`src/mis_defines.vh`:
```
// timing and reset constants shared by the indication-signal block
`ifndef MIS_DEFINES_VH
`define MIS_DEFINES_VH

// ==========================================================
// clock
`define MIS_CLK_MHZ          40

// ==========================================================
// times in microseconds, as chosen for this block
`define MIS_SECOND_US        1000000
`define MIS_DEBOUNCE_US      10000
`define MIS_RING_PULSE_US    1000
`define MIS_SYNC_PULSE_US    10

// ==========================================================
// derived cycle counts (whole-microsecond times give exact counts)
`define MIS_SECOND_CYC       (`MIS_SECOND_US * `MIS_CLK_MHZ)
`define MIS_DEBOUNCE_CYC     (`MIS_DEBOUNCE_US * `MIS_CLK_MHZ)
`define MIS_RING_PULSE_CYC   (`MIS_RING_PULSE_US * `MIS_CLK_MHZ)
`define MIS_SYNC_PULSE_CYC   (`MIS_SYNC_PULSE_US * `MIS_CLK_MHZ)

// ==========================================================
// reset values
`define MIS_CARD_RST_LEVEL   1'b0
`define MIS_WDIS_RST_LEVEL   1'b1

`endif

```
`src/mis_debounce.v`:
```
// two-flop synchroniser and debouncer for one card-presence pin
`timescale 1ns/10ps
`default_nettype none
`include "mis_defines.vh"

module mis_debounce #(
    parameter [31:0] STABLE_CYC = `MIS_DEBOUNCE_CYC
) (
    input  wire core_clk,
    input  wire rst,
    input  wire pinIn,
    output reg  levelOut,
    output reg  rosePulse,
    output reg  fellPulse
);

    reg        meta_q;
    reg        sync_q;
    reg [31:0] stableCnt_q;

    // ==========================================================
    // synchroniser: meta_q feeds only sync_q
    always @(posedge core_clk or posedge rst) begin
        if (rst) begin
            meta_q <= `MIS_CARD_RST_LEVEL;
            sync_q <= `MIS_CARD_RST_LEVEL;
        end else begin
            meta_q <= pinIn;
            sync_q <= meta_q;
        end
    end

    // ==========================================================
    // debounce: level must differ for STABLE_CYC cycles in a row
    always @(posedge core_clk or posedge rst) begin
        if (rst) begin
            stableCnt_q <= 32'h0000_0000;
            levelOut    <= `MIS_CARD_RST_LEVEL;
            rosePulse   <= 1'b0;
            fellPulse   <= 1'b0;
        end else begin
            rosePulse <= 1'b0;
            fellPulse <= 1'b0;
            if (sync_q == levelOut) begin
                stableCnt_q <= 32'h0000_0000;
            end else if (stableCnt_q >= STABLE_CYC - 32'h0000_0001) begin
                stableCnt_q <= 32'h0000_0000;
                levelOut    <= sync_q;
                rosePulse   <= sync_q;
                fellPulse   <= ~sync_q;
            end else begin
                stableCnt_q <= stableCnt_q + 32'h0000_0001;
            end
        end
    end

endmodule // mis_debounce

`default_nettype wire

```
`src/mis_indication.v`:
```
// indication signals of the module toward its host
`timescale 1ns/10ps
`default_nettype none
`include "mis_defines.vh"

// Contract
// - ring indicator output tells host of calls and messages
// - ring indicator pulses high on an event, low otherwise
// - power-removal-safe output high only when rails may be removed
// - both card-presence inputs have internal pull-ups, float reads high
// - card-presence rising edge means card inserted
// - card-presence falling edge means card removed
// - dead-reckoning sync pulses once every satellite second
// - while fixes occur, sync pulse aligns with satellite second boundary
// - without fix, keep pulsing each second while time uncertainty low
// - stop sync pulses once time uncertainty is high
// - wireless-disable low stops radio transmit and receive
// - wireless-disable has pull-up; floating high means radio normal
module mis_indication #(
    parameter [31:0] SECOND_CYC     = `MIS_SECOND_CYC,
    parameter [31:0] DEBOUNCE_CYC   = `MIS_DEBOUNCE_CYC,
    parameter [31:0] RING_PULSE_CYC = `MIS_RING_PULSE_CYC
) (
    input  wire core_clk,
    input  wire rst,
    // internal event sources, same clock
    input  wire ringEvent,
    input  wire railsReleased,
    input  wire gnssSecondTick,
    input  wire gnssFixValid,
    input  wire timeUncertaintyHigh,
    // pins from the host board
    input  wire card1_present_in,
    input  wire card2_present_in,
    input  wire wirelessDisable_n,
    // pins to the host, and the pad pull-up control
    output reg  ring_indicator_out,
    output reg  power_removal_safe_out,
    output reg  dead_reckoning_sync_out,
    output reg  pinPullupEnable,
    // to the modem core
    output reg  radioEnable,
    output reg  card1Present,
    output reg  card2Present,
    output reg  card1Inserted,
    output reg  card1Removed,
    output reg  card2Inserted,
    output reg  card2Removed
);

    localparam [31:0] SYNC_PULSE_CYC = `MIS_SYNC_PULSE_CYC;

    wire       c1Level;
    wire       c1Rose;
    wire       c1Fell;
    wire       c2Level;
    wire       c2Rose;
    wire       c2Fell;
    reg        wdisMeta_q;
    reg        wdisSync_q;
    reg [31:0] ringCnt_q;
    reg [31:0] secCnt_q;
    reg [31:0] syncCnt_q;
    wire       secWrap;
    reg        syncFire;

    // true at the last cycle of a count
    function lastCycle;
        input [31:0] cnt;
        input [31:0] limit;
        begin
            lastCycle = (cnt >= limit - 32'h0000_0001);
        end
    endfunction

    // ==========================================================
    // card-presence detection
    mis_debounce #(
        .STABLE_CYC (DEBOUNCE_CYC)
    ) u_card1 (
        .core_clk  (core_clk),
        .rst       (rst),
        .pinIn     (card1_present_in),
        .levelOut  (c1Level),
        .rosePulse (c1Rose),
        .fellPulse (c1Fell)
    );

    mis_debounce #(
        .STABLE_CYC (DEBOUNCE_CYC)
    ) u_card2 (
        .core_clk  (core_clk),
        .rst       (rst),
        .pinIn     (card2_present_in),
        .levelOut  (c2Level),
        .rosePulse (c2Rose),
        .fellPulse (c2Fell)
    );

    // outputs re-registered so every top output is a flop
    always @(posedge core_clk or posedge rst) begin
        if (rst) begin
            card1Present  <= `MIS_CARD_RST_LEVEL;
            card2Present  <= `MIS_CARD_RST_LEVEL;
            card1Inserted <= 1'b0;
            card1Removed  <= 1'b0;
            card2Inserted <= 1'b0;
            card2Removed  <= 1'b0;
        end else begin
            card1Present  <= c1Level;
            card2Present  <= c2Level;
            card1Inserted <= c1Rose;
            card1Removed  <= c1Fell;
            card2Inserted <= c2Rose;
            card2Removed  <= c2Fell;
        end
    end

    // ==========================================================
    // pull-up control: the pad cell holds the resistor, we keep it on
    always @(posedge core_clk or posedge rst) begin
        if (rst) begin
            pinPullupEnable <= 1'b1;
        end else begin
            pinPullupEnable <= 1'b1;
        end
    end

    // ==========================================================
    // wireless disable, active low, synchronised
    always @(posedge core_clk or posedge rst) begin
        if (rst) begin
            wdisMeta_q  <= `MIS_WDIS_RST_LEVEL;
            wdisSync_q  <= `MIS_WDIS_RST_LEVEL;
            radioEnable <= 1'b0;
        end else begin
            wdisMeta_q  <= wirelessDisable_n;
            wdisSync_q  <= wdisMeta_q;
            // floating pin is pulled high, so radio runs by default
            radioEnable <= wdisSync_q;
        end
    end

    // ==========================================================
    // ring indicator: retriggerable fixed-width pulse
    always @(posedge core_clk or posedge rst) begin
        if (rst) begin
            ringCnt_q          <= 32'h0000_0000;
            ring_indicator_out <= 1'b0;
        end else if (ringEvent) begin
            // a new event restarts the width rather than being dropped
            ringCnt_q          <= 32'h0000_0000;
            ring_indicator_out <= 1'b1;
        end else if (ring_indicator_out) begin
            if (lastCycle(ringCnt_q, RING_PULSE_CYC)) begin
                ringCnt_q          <= 32'h0000_0000;
                ring_indicator_out <= 1'b0;
            end else begin
                ringCnt_q <= ringCnt_q + 32'h0000_0001;
            end
        end
    end

    // ==========================================================
    // safe power removal
    always @(posedge core_clk or posedge rst) begin
        if (rst) begin
            power_removal_safe_out <= 1'b0;
        end else begin
            power_removal_safe_out <= railsReleased;
        end
    end

    // ==========================================================
    // dead-reckoning second timer
    assign secWrap = lastCycle(secCnt_q, SECOND_CYC);

    always @(posedge core_clk or posedge rst) begin
        if (rst) begin
            secCnt_q <= 32'h0000_0000;
        end else if (gnssFixValid && gnssSecondTick) begin
            // realign local second to satellite boundary
            secCnt_q <= 32'h0000_0000;
        end else if (secWrap) begin
            secCnt_q <= 32'h0000_0000;
        end else begin
            secCnt_q <= secCnt_q + 32'h0000_0001;
        end
    end

    always @* begin
        syncFire = 1'b0;
        if (!timeUncertaintyHigh) begin
            if (gnssFixValid) begin
                syncFire = gnssSecondTick;
            end else begin
                // free-run on the last alignment while time is trusted
                syncFire = secWrap;
            end
        end
    end

    always @(posedge core_clk or posedge rst) begin
        if (rst) begin
            syncCnt_q               <= 32'h0000_0000;
            dead_reckoning_sync_out <= 1'b0;
        end else if (syncFire) begin
            syncCnt_q               <= 32'h0000_0000;
            dead_reckoning_sync_out <= 1'b1;
        end else if (dead_reckoning_sync_out) begin
            // a pulse in progress finishes even if uncertainty rises
            if (lastCycle(syncCnt_q, SYNC_PULSE_CYC)) begin
                syncCnt_q               <= 32'h0000_0000;
                dead_reckoning_sync_out <= 1'b0;
            end else begin
                syncCnt_q <= syncCnt_q + 32'h0000_0001;
            end
        end
    end

endmodule // mis_indication

`default_nettype wire

```
`config.mk`:
```
export PLATFORM = sky130hd
export DESIGN_NAME = mis_indication
export DESIGN_NICKNAME = d
export VERILOG_FILES = /design/src/mis_debounce.v /design/src/mis_indication.v
export VERILOG_INCLUDE_DIRS = /design/src
export SDC_FILE = /design/constraint.sdc
export NUM_CORES = 1
export LEC_CHECK = 0
export CAP_MARGIN = 20
export CORE_ASPECT_RATIO = 1.4
export CORE_UTILIZATION = 40
export CTS_CLUSTER_DIAMETER = 120
export DETAILED_ROUTE_END_ITERATION = 10
export DONT_BUFFER_PORTS = 1
export GPL_ROUTABILITY_DRIVEN = 1
export GPL_TIMING_DRIVEN = 1
export PLACE_DENSITY_LB_ADDON = 0.15
export SKIP_LAST_GASP = 1
export SLEW_MARGIN = 20
export SYNTH_ARGS = -nofsm -noshare
export SYNTH_HDL_FRONTEND = slang
export SYNTH_SLANG_ARGS = --single-unit
```
`constraint.sdc`:
```
create_clock -name core_clk -period 6.15 [get_ports core_clk]
set_clock_uncertainty 0.15 [all_clocks]
set_input_delay 1.23 -clock core_clk [delete_from_list [all_inputs] [get_ports core_clk]]
set_output_delay 1.23 -clock core_clk [all_outputs]
set_load 0.01 [all_outputs]
```
After elaboration in Yosys (flattened, before gate mapping)
Cells that the tools add are included.
W data, S select, Z words.
{"block": "op_classes", "addsub": 5, "mul": 0, "div_mod_pow": 0, "magnitude_cmp": 5, "n_eq_ne": 2, "shift": 0, "n_mux": 28, "bitwise": 4, "reduce_logical": 5}
{"cell": "$mux W32", "count": 12}
{"cell": "$add A32 B1 Y32 const B", "count": 5}
{"cell": "$ge A32 B19 Y1 const B", "count": 2}
{"cell": "$ge A32 B16 Y1 const B", "count": 1}
{"cell": "$ge A32 B26 Y1 const B", "count": 1}
{"cell": "$ge A32 B9 Y1 const B", "count": 1}
{"cell": "$mux W1", "count": 16}
{"cell": "$not A1 Y1", "count": 4}
{"cell": "$reduce_and A2 Y1", "count": 2}
{"cell": "$reduce_bool A2 Y1", "count": 2}
{"cell": "$eq A1 B1 Y1", "count": 2}
{"cell": "$logic_and A1 B1 Y1", "count": 1}
{"block": "totals", "ff_bits": 182, "latch_bits": 0, "ram_bits": 0, "romBits": 0, "inputBits": 10, "output_inout_bits": 11, "wordCells": 76, "memories": 0}

Depth between registers and ports, before layout
Gate-level depths: netlist of the first run.
{"block": "logic_depth", "depth_word": 4, "mapped_depth": 8, "ltp_nobuf": 6}

Hierarchy
From an unflattened synthesis of the first run, not the netlist that was laid out.
{"block": "unflattened", "hier_cells": 687, "hier_area_um2": 7727.4}
{"module": "mis_indication", "n_inst": 1, "cells_per_inst": 431, "area_each_um2": 4747.1, "seq_area_each_um2": 2705.1}
{"module": "mis_debounce", "n_inst": 2, "cells_per_inst": 128, "area_each_um2": 1490.2, "seq_area_each_um2": 925.9}

Worst setup path before layout of the first run
OpenSTA, ideal clock, no wires.
{"block": "synth_timing", "kind": "input port to flip-flop", "from": "input ringEvent", "to": "register ringCnt_q[12]", "setup_time_ps": 82, "arrival_ps": 2197, "required_ps": 5918, "path_slack_ps": 3721, "cell_stages": 5, "path_buffers": 2, "path_cell_list": "a2111oi_2 -> buf_2 -> buf_2 -> nand2_1 -> a31oi_1"}
{"block": "synth_between", "elab_chain_len": 1, "elab_cells_between_ends": 2, "cone_classes": "mux (1); reduce/logical (1)"}
{"item": "from (decl)", "line_no": "mis_indication.v:27", "text": "input wire ringEvent,"}
{"item": "$mux W32 / $reduce_bool A2 Y1 (equally long branches)"}
{"item": "to (signal assigned)", "line_no": "mis_indication.v:159", "text": "ringCnt_q <= ringCnt_q + 32'h0000_0001;"}
{"item": "to (decl)", "line_no": "mis_indication.v:61", "text": "reg [31:0] ringCnt_q;"}
Several ways; a longest one is shown, not always the timed one.
A chain may end at the register's enable or synchronous reset.

Final worst setup path of the first run
{"block": "layout_timing", "from": "register secCnt_q[0]", "to": "register secCnt_q[25]"}
{"block": "layout_between", "elab_chain_len": 3, "elab_cells_between_ends": 4, "cone_classes": "add/sub (1); order compare (1); mux (2)"}
{"item": "from (decl)", "line_no": "mis_indication.v:62", "text": "reg [31:0] secCnt_q;"}
{"item": "from (signal assigned)", "line_no": "mis_indication.v:187", "text": "secCnt_q <= secCnt_q + 32'h0000_0001;"}
{"item": "$add A32 B1 Y32 / $ge A32 B26 Y1 (equally long branches)", "line_no": "mis_indication.v:187, mis_indication.v:72"}
{"item": "$mux W32 (*)", "line_no": "mis_indication.v:184", "text": "end else if (secWrap) begin"}
{"item": "$mux W32 (*)", "line_no": "mis_indication.v:181", "text": "end else if (gnssFixValid && gnssSecondTick) begin"}
Mark *: on every way between the ends. The rest lies on a longest branch, timed or not.

==> reports/results.tsv, run 1 <==
stage	metric	value	unit
routing	wl	12600	um
timing	setup_ws	3370	ps
cells_and_area	layoutNonFillerInstCount	952	
die	die_h	164	um
cells_and_area	regArea	4560	um^2
hold_path	hold_start	u_card1.fellPulse	
timing	relSlewSlack	0.303	
cells_and_area	antenna_cells	0	
routing	route.detailed.drc	0	
yosys	synth_area_per_cell	11.3	um^2
cells_and_area	area_delta_synth_final	13.0	%
worst_setup_path	r2r-start	secCnt_q[0]	
pwr	ir_drop	0.000191	V
routing	ant_nets	0	
routing	vias	4840	
yosys	synth_warnings	0	
die	core	18100	um^2
worst_setup_path	crit_path_start	secCnt_q[0]	
global_routing	gr-usage-all-layers	0.147	
cells_and_area	drive_gt1_frac	0.0843	
pwr	powerDensity	282	nW/um^2
timing	whs	198	ps
clocking	clk_pin_slew	70	ps
worst_setup_path	cp_max_fo	25	
die	num_io_pins	21	
timing	period_minus_slack	2780	ps
worst_setup_path	start_kind	register	
yosys	yosysTopAreaCellShare	0.604	
cells_and_area	fillers	1696	
hold_path	hold_path_class	reg -> reg	
worst_setup_path	end_kind	register	
worst_setup_path	required	6320	ps
global_routing	grt_pass1_wl	22500	um
place	post-dp-hpwl	8110	um
global_routing	antenna_found_initial	0	
clocking	hold_buffers	0	
yosys	netlist_instances	663	
worst_setup_path	worst-setup-path-type	reg -> reg	
timing	drv_slew	0	
clocking	clockRootBuffer	clkbuf_16	
clocking	tritoncts	done	
worst_setup_path	arrival	2950	ps
place	dp_slack	3100	ps
yosys	synth_top_area_cell	dfrtp_1	
clocking	clk_latency	430	ps
place	dp_cells	920	
pwr	p_leak	3.57	nW
die	die_x	117	um
pwr	power	2.38	mW
clocking	clock-sinks	182	
clocking	cts_max_level	4	
cells_and_area	layout_commonest_cell	dfrtp_1	
yosys	synth.area.top_cells	dfrtp_1 (60%), xor2_1 (4.6%), nor2_1 (4.5%)	
yosys	netlist_area	7460	um^2
global_routing	overflow	0	
cells_and_area	nets	714	
global_routing	grt_max_degree	144	
timing	setup-violations-final	0	
cells_and_area	multi_input_area	2910	um^2
yosys	yosysSeqAreaShare	0.611	
clocking	post_cts_buffers	0	
place	globalplace.congestion	0.757	
outcome	status	finished, final reports clean	
routing	dr.pass1.iters	4	
timing	hold_viol	0	
routing	drt-initial-drc-count	250	
cells_and_area	final_cell_mix	dfrtp_1 (180), nor2_1 (88), nand2_1 (58)	
clocking	cts_buffers	17	
die	rows	58	
job	maxCapViolations	0	
routing	wl_per_cell	13.2	um
die	initial_core_util	0.411	
timing	worstMarginPinSlew	1040	ps
timing	tns	0	ps
timing	rsz0062_at_grt	no	
cells_and_area	finish.utilization	0.465	
clocking	cts_resized	0	
yosys	ys_ff_latch	182	
place	placed_cell_area	7830	um^2
yosys	ys_types	50	
clocking	clock_path_buffers	2	
routing	vias_per_cell	5.08	
timing	fmax	359	MHz
place	io_buffers	0	
cells_and_area	final_area	8430	um^2
die	design.die.area	19200	um^2
timing	post-route-period-util	0.452	
global_routing	grt_pass1_vias	4937	
==> path summary, 6_finish.rpt <==
kind,depth (start not counted),to,slack (ps)
max,6,secCnt_q[25],3370
min,0,card1Removed,200
max reg2reg,6,secCnt_q[25],3370
min reg2reg,0,card1Removed,200
max in group asynchronous,2,u_card2.stableCnt_q[23],3920
min in group asynchronous,1,power_removal_safe_out,670
==> kinds of logic (layout without fill, tap and decap cells) <==
kind of cell,count (synthesis),count (layout),share of synthesized area
buffers and inverters,24,42,0.0171
other,2,33,0.00101
muxes,4,4,0.00587
DFF,182,182,0.611
adders and majority gates,5,5,0.00839
xor gates and xnor gates,57,57,0.0669
and+or+nand+nor,328,328,0.230
AOI/OAI and AO/OA,61,61,0.0602
==> where the power goes <==
| group | internal, mW | total, mW | switching (mW) | leakage (nW) |
|---|---|---|---|---|
| Sequential | 1.22 | 1.24 | 0.0165 | 2.41 |
| Combinational | 0.0166 | 0.0584 | 0.0418 | 0.877 |
| Clock | 0.608 | 1.08 | 0.472 | 0.279 |
==> cell usage after synthesis (all sizes together) <==
library cell / instances
a2111oi: 1
a211o: 2
a211oi: 5
a21oi: 11
a221oi: 1
a22o: 1
a22oi: 1
a311oi: 1
a31oi: 18
a41oi: 5
and2: 20
and3: 12
and4: 6
buf: 11
clkbuf: 7
clkinv: 1
conb: 2
dfrtp: 180
dfstp: 2
ha: 5
inv: 5
mux2: 3
mux2i: 1
nand2: 58
nand2b: 4
nand3: 38
nand3b: 4
nand4: 21
nor2: 89
nor2b: 3
nor3: 13
nor3b: 28
nor4: 24
nor4b: 2
o211ai: 2
o21ai: 9
o21ba: 1
o221ai: 1
o31ai: 1
o41ai: 1
or2: 4
or3b: 1
or4: 1
xnor2: 18
xor2: 39
==> worst max-delay path: stages, from the launching register on <==
cell,delay [ps]
dfrtp_1,390
ha_1,200
nand3_1,170
nor3_1,560
o221ai_2,280
nand2_1,660
o21ba_2,250
==> metal layers <==
layer,vias up,GRT usage,wire length (um)
met3,17,0.0419,420
met4,0,0.0596,190
li1,2365,-,-
met5,-,0,0
met2,70,0.258,6410
met1,2388,0.167,5570
==> area by class of cell <==
type / instances / area share
flip-flops and latches: 182 / 0.540
clock inverters: 15 / 0.0199
clock buffers: 17 / 0.0504
well taps: 240 / 0.0356
multi-input cells: 488 / 0.346
repair buffers: 4 / 0.00504
inverters: 6 / 0.00312
==> state kept, by name (all words and copies together), names as in the netlist, 32 cells and up <==
register	cells
ringCnt_q	32
secCnt_q	32
syncCnt_q	32
u_card1.stableCnt_q	32
u_card2.stableCnt_q	32
No activity file was read; power rests on OpenSTA's default activity.
==> inputs of run 2 (changes only) <==
==> constraint.sdc (replaced) <==
create_clock -name core_clk -period 2.4 [get_ports core_clk]
set_clock_uncertainty 0.15 [all_clocks]
set_input_delay 0.48 -clock core_clk [delete_from_list [all_inputs] [get_ports core_clk]]
set_output_delay 0.48 -clock core_clk [all_outputs]
set_load 0.01 [all_outputs]
==> run 2 against run 1 <==
Compared with the run above:
- worst hold slack got worse by 170 ps
- count of clock-buffer cells in the layout unchanged
- routed wire length increased by 5.7%
- sequential power increased to 2.6 times the previous value
- worst setup slack got worse by 3300 ps
- via count increased by 3.8%
- flip-flop and latch count unchanged
- combinational power increased to 3.2 times the previous value
- die area unchanged
- first-iteration DRC count decreased by 13%
- global-route usage increased by 0.75 points
==> reports/results.tsv, run 2 (synthesis gave the netlist of run 1 again) <==
stage	metric	value	unit	change
worst_setup_path	end_kind	register		
global_routing	grt-busiest-layer	met2		
timing	fmax	423	MHz	+18%
routing	dr.pass1.iters	4		unchanged
die	initial_core_util	0.411		unchanged
worst_setup_path	required	2550	ps	-3770 ps
timing	post-route-period-util	0.985		+0.533
clocking	clk_pin_slew	70	ps	about the same
worst_setup_path	worst-setup-path-type	reg -> reg		
die	die_h	164	um	unchanged
global_routing	grt_pass1_wl	24000	um	+6.5%
die	design.die.area	19200	um^2	unchanged
timing	whs	24.3	ps	-174 ps
timing	period_minus_slack	2360	ps	-418 ps
clocking	cts_buffers	17		unchanged
pwr	ir_drop	0.000502	V	+160%
place	dp_cells	940		+2.2%
routing	ant_nets	0		unchanged
routing	route.detailed.drc	0		unchanged
cells_and_area	layoutNonFillerInstCount	983		+3.3%
clocking	cts_max_level	4		unchanged
job	maxCapViolations	0		unchanged
worst_setup_path	cp_max_fo	5		-80%
timing	worstMarginPinSlew	625	ps	-411 ps
routing	vias_per_cell	5.11		+0.55%
global_routing	antenna_found_initial	0		unchanged
timing	rsz0062_at_grt	yes		
cells_and_area	drive_gt1_frac	0.113		+0.0288
global_routing	grt_pass1_vias	5309		+7.5%
timing	drv_slew	0		unchanged
global_routing	grtUsageMet1	0.174		+0.00684
clocking	clock-sinks	182		unchanged
global_routing	gr-usage-all-layers	0.154		+0.00753
pwr	p_leak	3.76	nW	+5.3%
cells_and_area	antenna_cells	0		unchanged
die	core	18100	um^2	unchanged
clocking	clock_path_buffers	2		unchanged
clocking	tritoncts	done		
routing	wl_per_cell	13.5	um	+2.4%
global_routing	use_met3	0.0328		-0.00908
global_routing	grt_util_met2	0.280		+0.0212
place	globalplace.congestion	0.765		+1.0%
timing	relSlewSlack	0.580		+0.277
timing	tns	0	ps	unchanged
die	num_io_pins	21		unchanged
die	rows	58		unchanged
clocking	clk_latency	420	ps	about the same
worst_setup_path	arrival	2520	ps	-430 ps
routing	vias	5025		+3.8%
global_routing	overflow	0		unchanged
pwr	powerDensity	701	nW/um^2	+150%
place	io_buffers	0		unchanged
clocking	clockRootBuffer	clkbuf_16		
cells_and_area	nets	745		+4.3%
hold_path	hold_path_class	in -> reg		
outcome	status	finished, final reports clean		
cells_and_area	area_delta_synth_final	17.4	%	
routing	wl	13300	um	+5.7%
cells_and_area	layout_commonest_cell	dfrtp_1		
cells_and_area	final_cell_mix	dfrtp_1 (180), nor2_1 (89), nand2_1 (58)		
timing	setup-violations-final	0		unchanged
routing	drt-initial-drc-count	218		-13%
global_routing	grt_max_degree	88		-39%
place	post-dp-hpwl	8790	um	+8.4%
worst_setup_path	start_kind	register		
timing	hold_viol	0		unchanged
die	die_x	117	um	unchanged
## run 2: cell count changes in the layout (fill, tap and decap cells not counted), moves of 2 or more
cell           before  now
buf_4               3   23
dlygate4sd3_1       0    5
nor4_2              2    0
inv_6               5    3
inv_8               1    3
clkinvlp_4          5    3
clkinv_2            1    3
buf_12              1    6
## run 2: metrics by stage
stage,instance area [um^2],setup WS (ps),util,total power [mW]
floorplan,7580,-565,-,3.35
global placement,8030,107,0.443,3.39
detailed placement,8030,74.4,0.443,3.40
CTS,8670,48.6,0.478,6.22
global route,8760,-21.6,0.483,6.39
finish,8760,35.6,0.483,6.14
## run 2: final cells by class
type	count	area, um^2
Inverter	6	26.3
Clock inverter	15	168
Clock buffer	17	425
Multi-Input combinational cell	488	2910
Sequential cell	182	4560
Fill cell	1683	9380
Timing Repair Buffer	35	368
Tap cell	240	300
## run 2: final timing paths
kind                                    from                 endpoint  slack [ps]  cells after the start
max                             secCnt_q[24]  dead_reckoning_sync_out          40                      7
min                                ringEvent       ring_indicator_out          20                      1
max reg2reg                     secCnt_q[24]  dead_reckoning_sync_out          40                      7
min reg2reg                u_card2.rosePulse            card2Inserted         200                      0
max in group asynchronous                rst            ringCnt_q[30]        1140                      3
min in group asynchronous                rst   power_removal_safe_out         530                      3
## run 2: power breakdown
part           switching (mW)  internal, mW
Sequential             0.0419          3.13
Clock                    1.22          1.56
Combinational           0.116        0.0735
## run 2: critical path, cell delays in order (launching register included)
cell,delay (ps)
dfrtp_1,380
or4_4,550
a211o_1,280
a31oi_4,230
a221oi_4,90
buf_12,150
buf_4,130
or2_2,290
## run 2: per-layer routing
layer	wire length [um]	part of all wire
met1	5660	0.42
met2	7010	0.53
met3	391	0.029
met4	257	0.019
met5	0	0
## run 2: timing repair
| item | in CTS | in global routing |
|---|---|---|
| endpoints found under the setup margin | 0 | 29 |
| buffers inserted | 0 | 5 |
| hold buffers | 5 | 0 |
| gates resized for setup | 0 | 1 |
| hold endpoints to repair | 129 | 0 |
==> inputs of run 3 (changes only) <==
--- a/config.mk
+++ b/config.mk
@@ -6,6 +6,7 @@
 export SDC_FILE = /design/constraint.sdc
 export NUM_CORES = 1
 export LEC_CHECK = 0
+export ABC_AREA = 1
 export CAP_MARGIN = 20
 export CORE_ASPECT_RATIO = 1.4
 export CORE_UTILIZATION = 40
==> run 3 against run 2 <==
Compared with the run above:
- worst hold slack improved by 28 ps
- sequential power about the same
- combinational power about the same
- register-to-register slack improved by 270 ps
- clock power about the same
- die area increased by 6.8%
- critical endpoint is now ringCnt_q[10]
- largest power group unchanged
- non-clock buffer count decreased by 22
- maximum frequency increased by 13%
- routed wire length increased by 1.1%
==> reports/results.tsv, run 3 <==
stage	metric	value	unit	change
routing	route.detailed.drc	0		unchanged
cells_and_area	area_delta_synth_final	13.2	%	
cells_and_area	nets	971		+30%
worst_setup_path	cp_num_buf_inv	0		-2
cells_and_area	antenna_cells	0		unchanged
timing	fmax	477	MHz	+13%
yosys	yosysTopAreaCellShare	0.565		-0.0391
yosys	synth_area_per_cell	8.79	um^2	-22%
yosys	synth_most_common_cell	nor2_1		
place	globalplace.congestion	0.803		+4.9%
routing	ant_nets	0		unchanged
pwr	powerDensity	678	nW/um^2	-3.3%
timing	rsz0062_at_grt	no		
worst_setup_path	worst-setup-path-type	reg -> reg		
routing	vias_per_cell	4.50		-12%
global_routing	antenna_found_initial	0		unchanged
yosys	netlist_area	7980	um^2	+6.9%
die	initial_core_util	0.412		+0.000645
clocking	post_cts_buffers	0		unchanged
place	io_buffers	0		unchanged
hold_path	hold_path_class	in -> reg		
worst_setup_path	reg2regPathDepth	8		+1
timing	setup_ws	303	ps	+268 ps
yosys	synth_top_area_cell	dfrtp_1		
yosys	yosysSeqAreaShare	0.571		-0.0396
cells_and_area	layoutNonFillerInstCount	1217		+24%
job	maxCapViolations	0		unchanged
place	dp_cells	1180		+26%
worst_setup_path	cp_slowest_cell	dfrtp_1		
outcome	status	finished, final reports clean		
worst_setup_path	crit_path_frequent_cell	nand2_1		
cells_and_area	fillers	1919		+14%
yosys	ys_types	34		-32%
routing	vias	5479		+9.0%
place	post-dp-hpwl	9110	um	+3.6%
worst_setup_path	required	2580	ps	+30 ps
cells_and_area	final_cell_mix	nor2_1 (210), dfrtp_1 (180), nand2_1 (171)		
routing	dr.pass1.iters	4		unchanged
clocking	clock_path_buffers	2		unchanged
worst_setup_path	start_kind	register		
routing	wl_per_cell	11.1	um	-18%
worst_setup_path	arrival	2280	ps	-240 ps
clocking	tritoncts	done		
yosys	synth_edf_count	0		unchanged
clocking	cts_resized	0		unchanged
global_routing	overflow	0		unchanged
global_routing	grt_max_degree	116		+32%
timing	post-route-period-util	0.874		-0.112
worst_setup_path	r2r-start	ringCnt_q[0]		
worst_setup_path	endpoint	ringCnt_q[10]		
clocking	clockRootBuffer	clkbuf_16		
hold_path	holdPathStages	2		+1
die	die_h	169	um	+3.4%
clocking	cts_max_level	4		unchanged
cells_and_area	regArea	4560	um^2	unchanged
cells_and_area	layout_commonest_cell	nor2_1		
worst_setup_path	cp_max_fo	13		+8
cells_and_area	multi_input_area	3010	um^2	+3.4%
clocking	clk_pin_slew	80	ps	about the same
worst_setup_path	critical_path_depth	8		+1
timing	setup-violations-final	0		unchanged
yosys	synthFlopType	dfrtp_1		
timing	whs	52.5	ps	+28.2 ps
die	num_io_pins	21		unchanged
routing	wl	13500	um	+1.1%
worst_setup_path	end_kind	register		
pwr	power	6.12	mW	-0.28%
yosys	netlist_instances	908		+37%
yosys	synth.area.top_cells	dfrtp_1 (56%), nor2_1 (9.9%), nand2_1 (8.0%)		
clocking	clock-sinks	182		unchanged
global_routing	grt_pass1_vias	5356		+0.89%
die	rows	60		+3.4%
global_routing	grt_pass1_wl	24100	um	+0.29%
yosys	ys_async_sr_fraction	1.00		unchanged
cells_and_area	drive_gt1_frac	0.0691		-0.0439
worst_setup_path	path_cells	ha_1 -> nand2_1 -> nor2_1 -> nand2_1 -> nand2_1 -> o21ai_2 -> nand3_1 -> o21ai_0		
timing	period_minus_slack	2100	ps	-268 ps
clocking	clk_latency	430	ps	about the same
cells_and_area	final_area	9030	um^2	+3.1%
worst_setup_path	r2r_setup_slack	300	ps	+270 ps
global_routing	gr-usage-all-layers	0.147		-0.00692
yosys	synth_warnings	0		unchanged
timing	hold_viol	0		unchanged
die	design.die.area	20500	um^2	+6.8%
timing	drv_slew	0		unchanged
place	placed_cell_area	8400	um^2	+4.6%
worst_setup_path	path_delay_family	simple AND/OR/NAND/NOR gates		
worst_setup_path	r2r-end	ringCnt_q[10]		
timing	relSlewSlack	0.559		-0.0208
place	dp_slack	288	ps	+214 ps
worst_setup_path	critPathMaxStageDelay	410	ps	-140 ps
die	core	19400	um^2	+6.8%
yosys	synthTopCellsByCount	nor2_1 (210), dfrtp_1 (180), nand2_1 (171)		
timing	worstMarginPinSlew	661	ps	+36.2 ps
worst_setup_path	crit_path_start	ringCnt_q[0]		
pwr	p_leak	4.09	nW	+8.9%
routing	drt-initial-drc-count	331		+52%
yosys	ys_ff_latch	182		unchanged
pwr	ir_drop	0.000426	V	-15%
die	die_x	121	um	+3.3%
clocking	cts_buffers	17		unchanged
==> run 3: area by class of cell <==
type / count / area share
clock inverter: 12 / 0.0158
multi-input combinational: 627 / 0.334
sequential: 182 / 0.505
inverter: 115 / 0.0482
timing repair buffer: 13 / 0.0150
tap: 248 / 0.0344
clock buffer: 20 / 0.0484
==> run 3: how the worst min path moves through the flow <==
stage / to / slack (ps) / from
floorplan: card1Inserted / 180 / u_card1.rosePulse
global placement: card2Inserted / 180 / u_card2.rosePulse
detailed placement: u_card2.sync_q / 190 / u_card2.meta_q
CTS: ring_indicator_out / 30 / ringEvent
global route: ring_indicator_out / 60 / ringEvent
finish: ring_indicator_out / 50 / ringEvent
==> run 3: repair_timing <==
| item | CTS | global route |
|---|---|---|
| setup endpoints to repair | 0 | 0 |
| hold endpoints to repair | 71 | 0 |
| hold buffers | 5 | 0 |
==> run 3: kinds of logic after synthesis <==
kind of cell,Yosys count,share of synthesized area
simple gates,501,0.269
flops,182,0.571
buf+inv,130,0.0657
xor+xnor,58,0.0637
compound gates,29,0.0209
fa+ha+maj,5,0.00784
other cells,2,0.000941
mux,1,0.00125
==> run 3: per-layer routing <==
metal  part of all wire  global-route usage  vias to the layer above
met4              0.022              0.0660                        0
met5                  0                   0                        -
met1               0.44               0.177                     2547
li1                   -                   -                     2876
met2               0.51               0.252                       36
met3              0.020              0.0300                       20
==> run 3: report_power, final <==
group,total (mW),switching [mW],internal [mW]
registers,3.19,0.0487,3.14
clock network,2.75,1.20,1.55
logic,0.188,0.124,0.0641
total,6.12,1.37,4.76
==> run 3: through the flow <==
step / setup TNS, ps / util
after floorplan: -101690 / -
after global placement: 0 / 0.434
after detailed placement: 0 / 0.434
after CTS: 0 / 0.466
after global routing: 0 / 0.466
final: 0 / 0.466
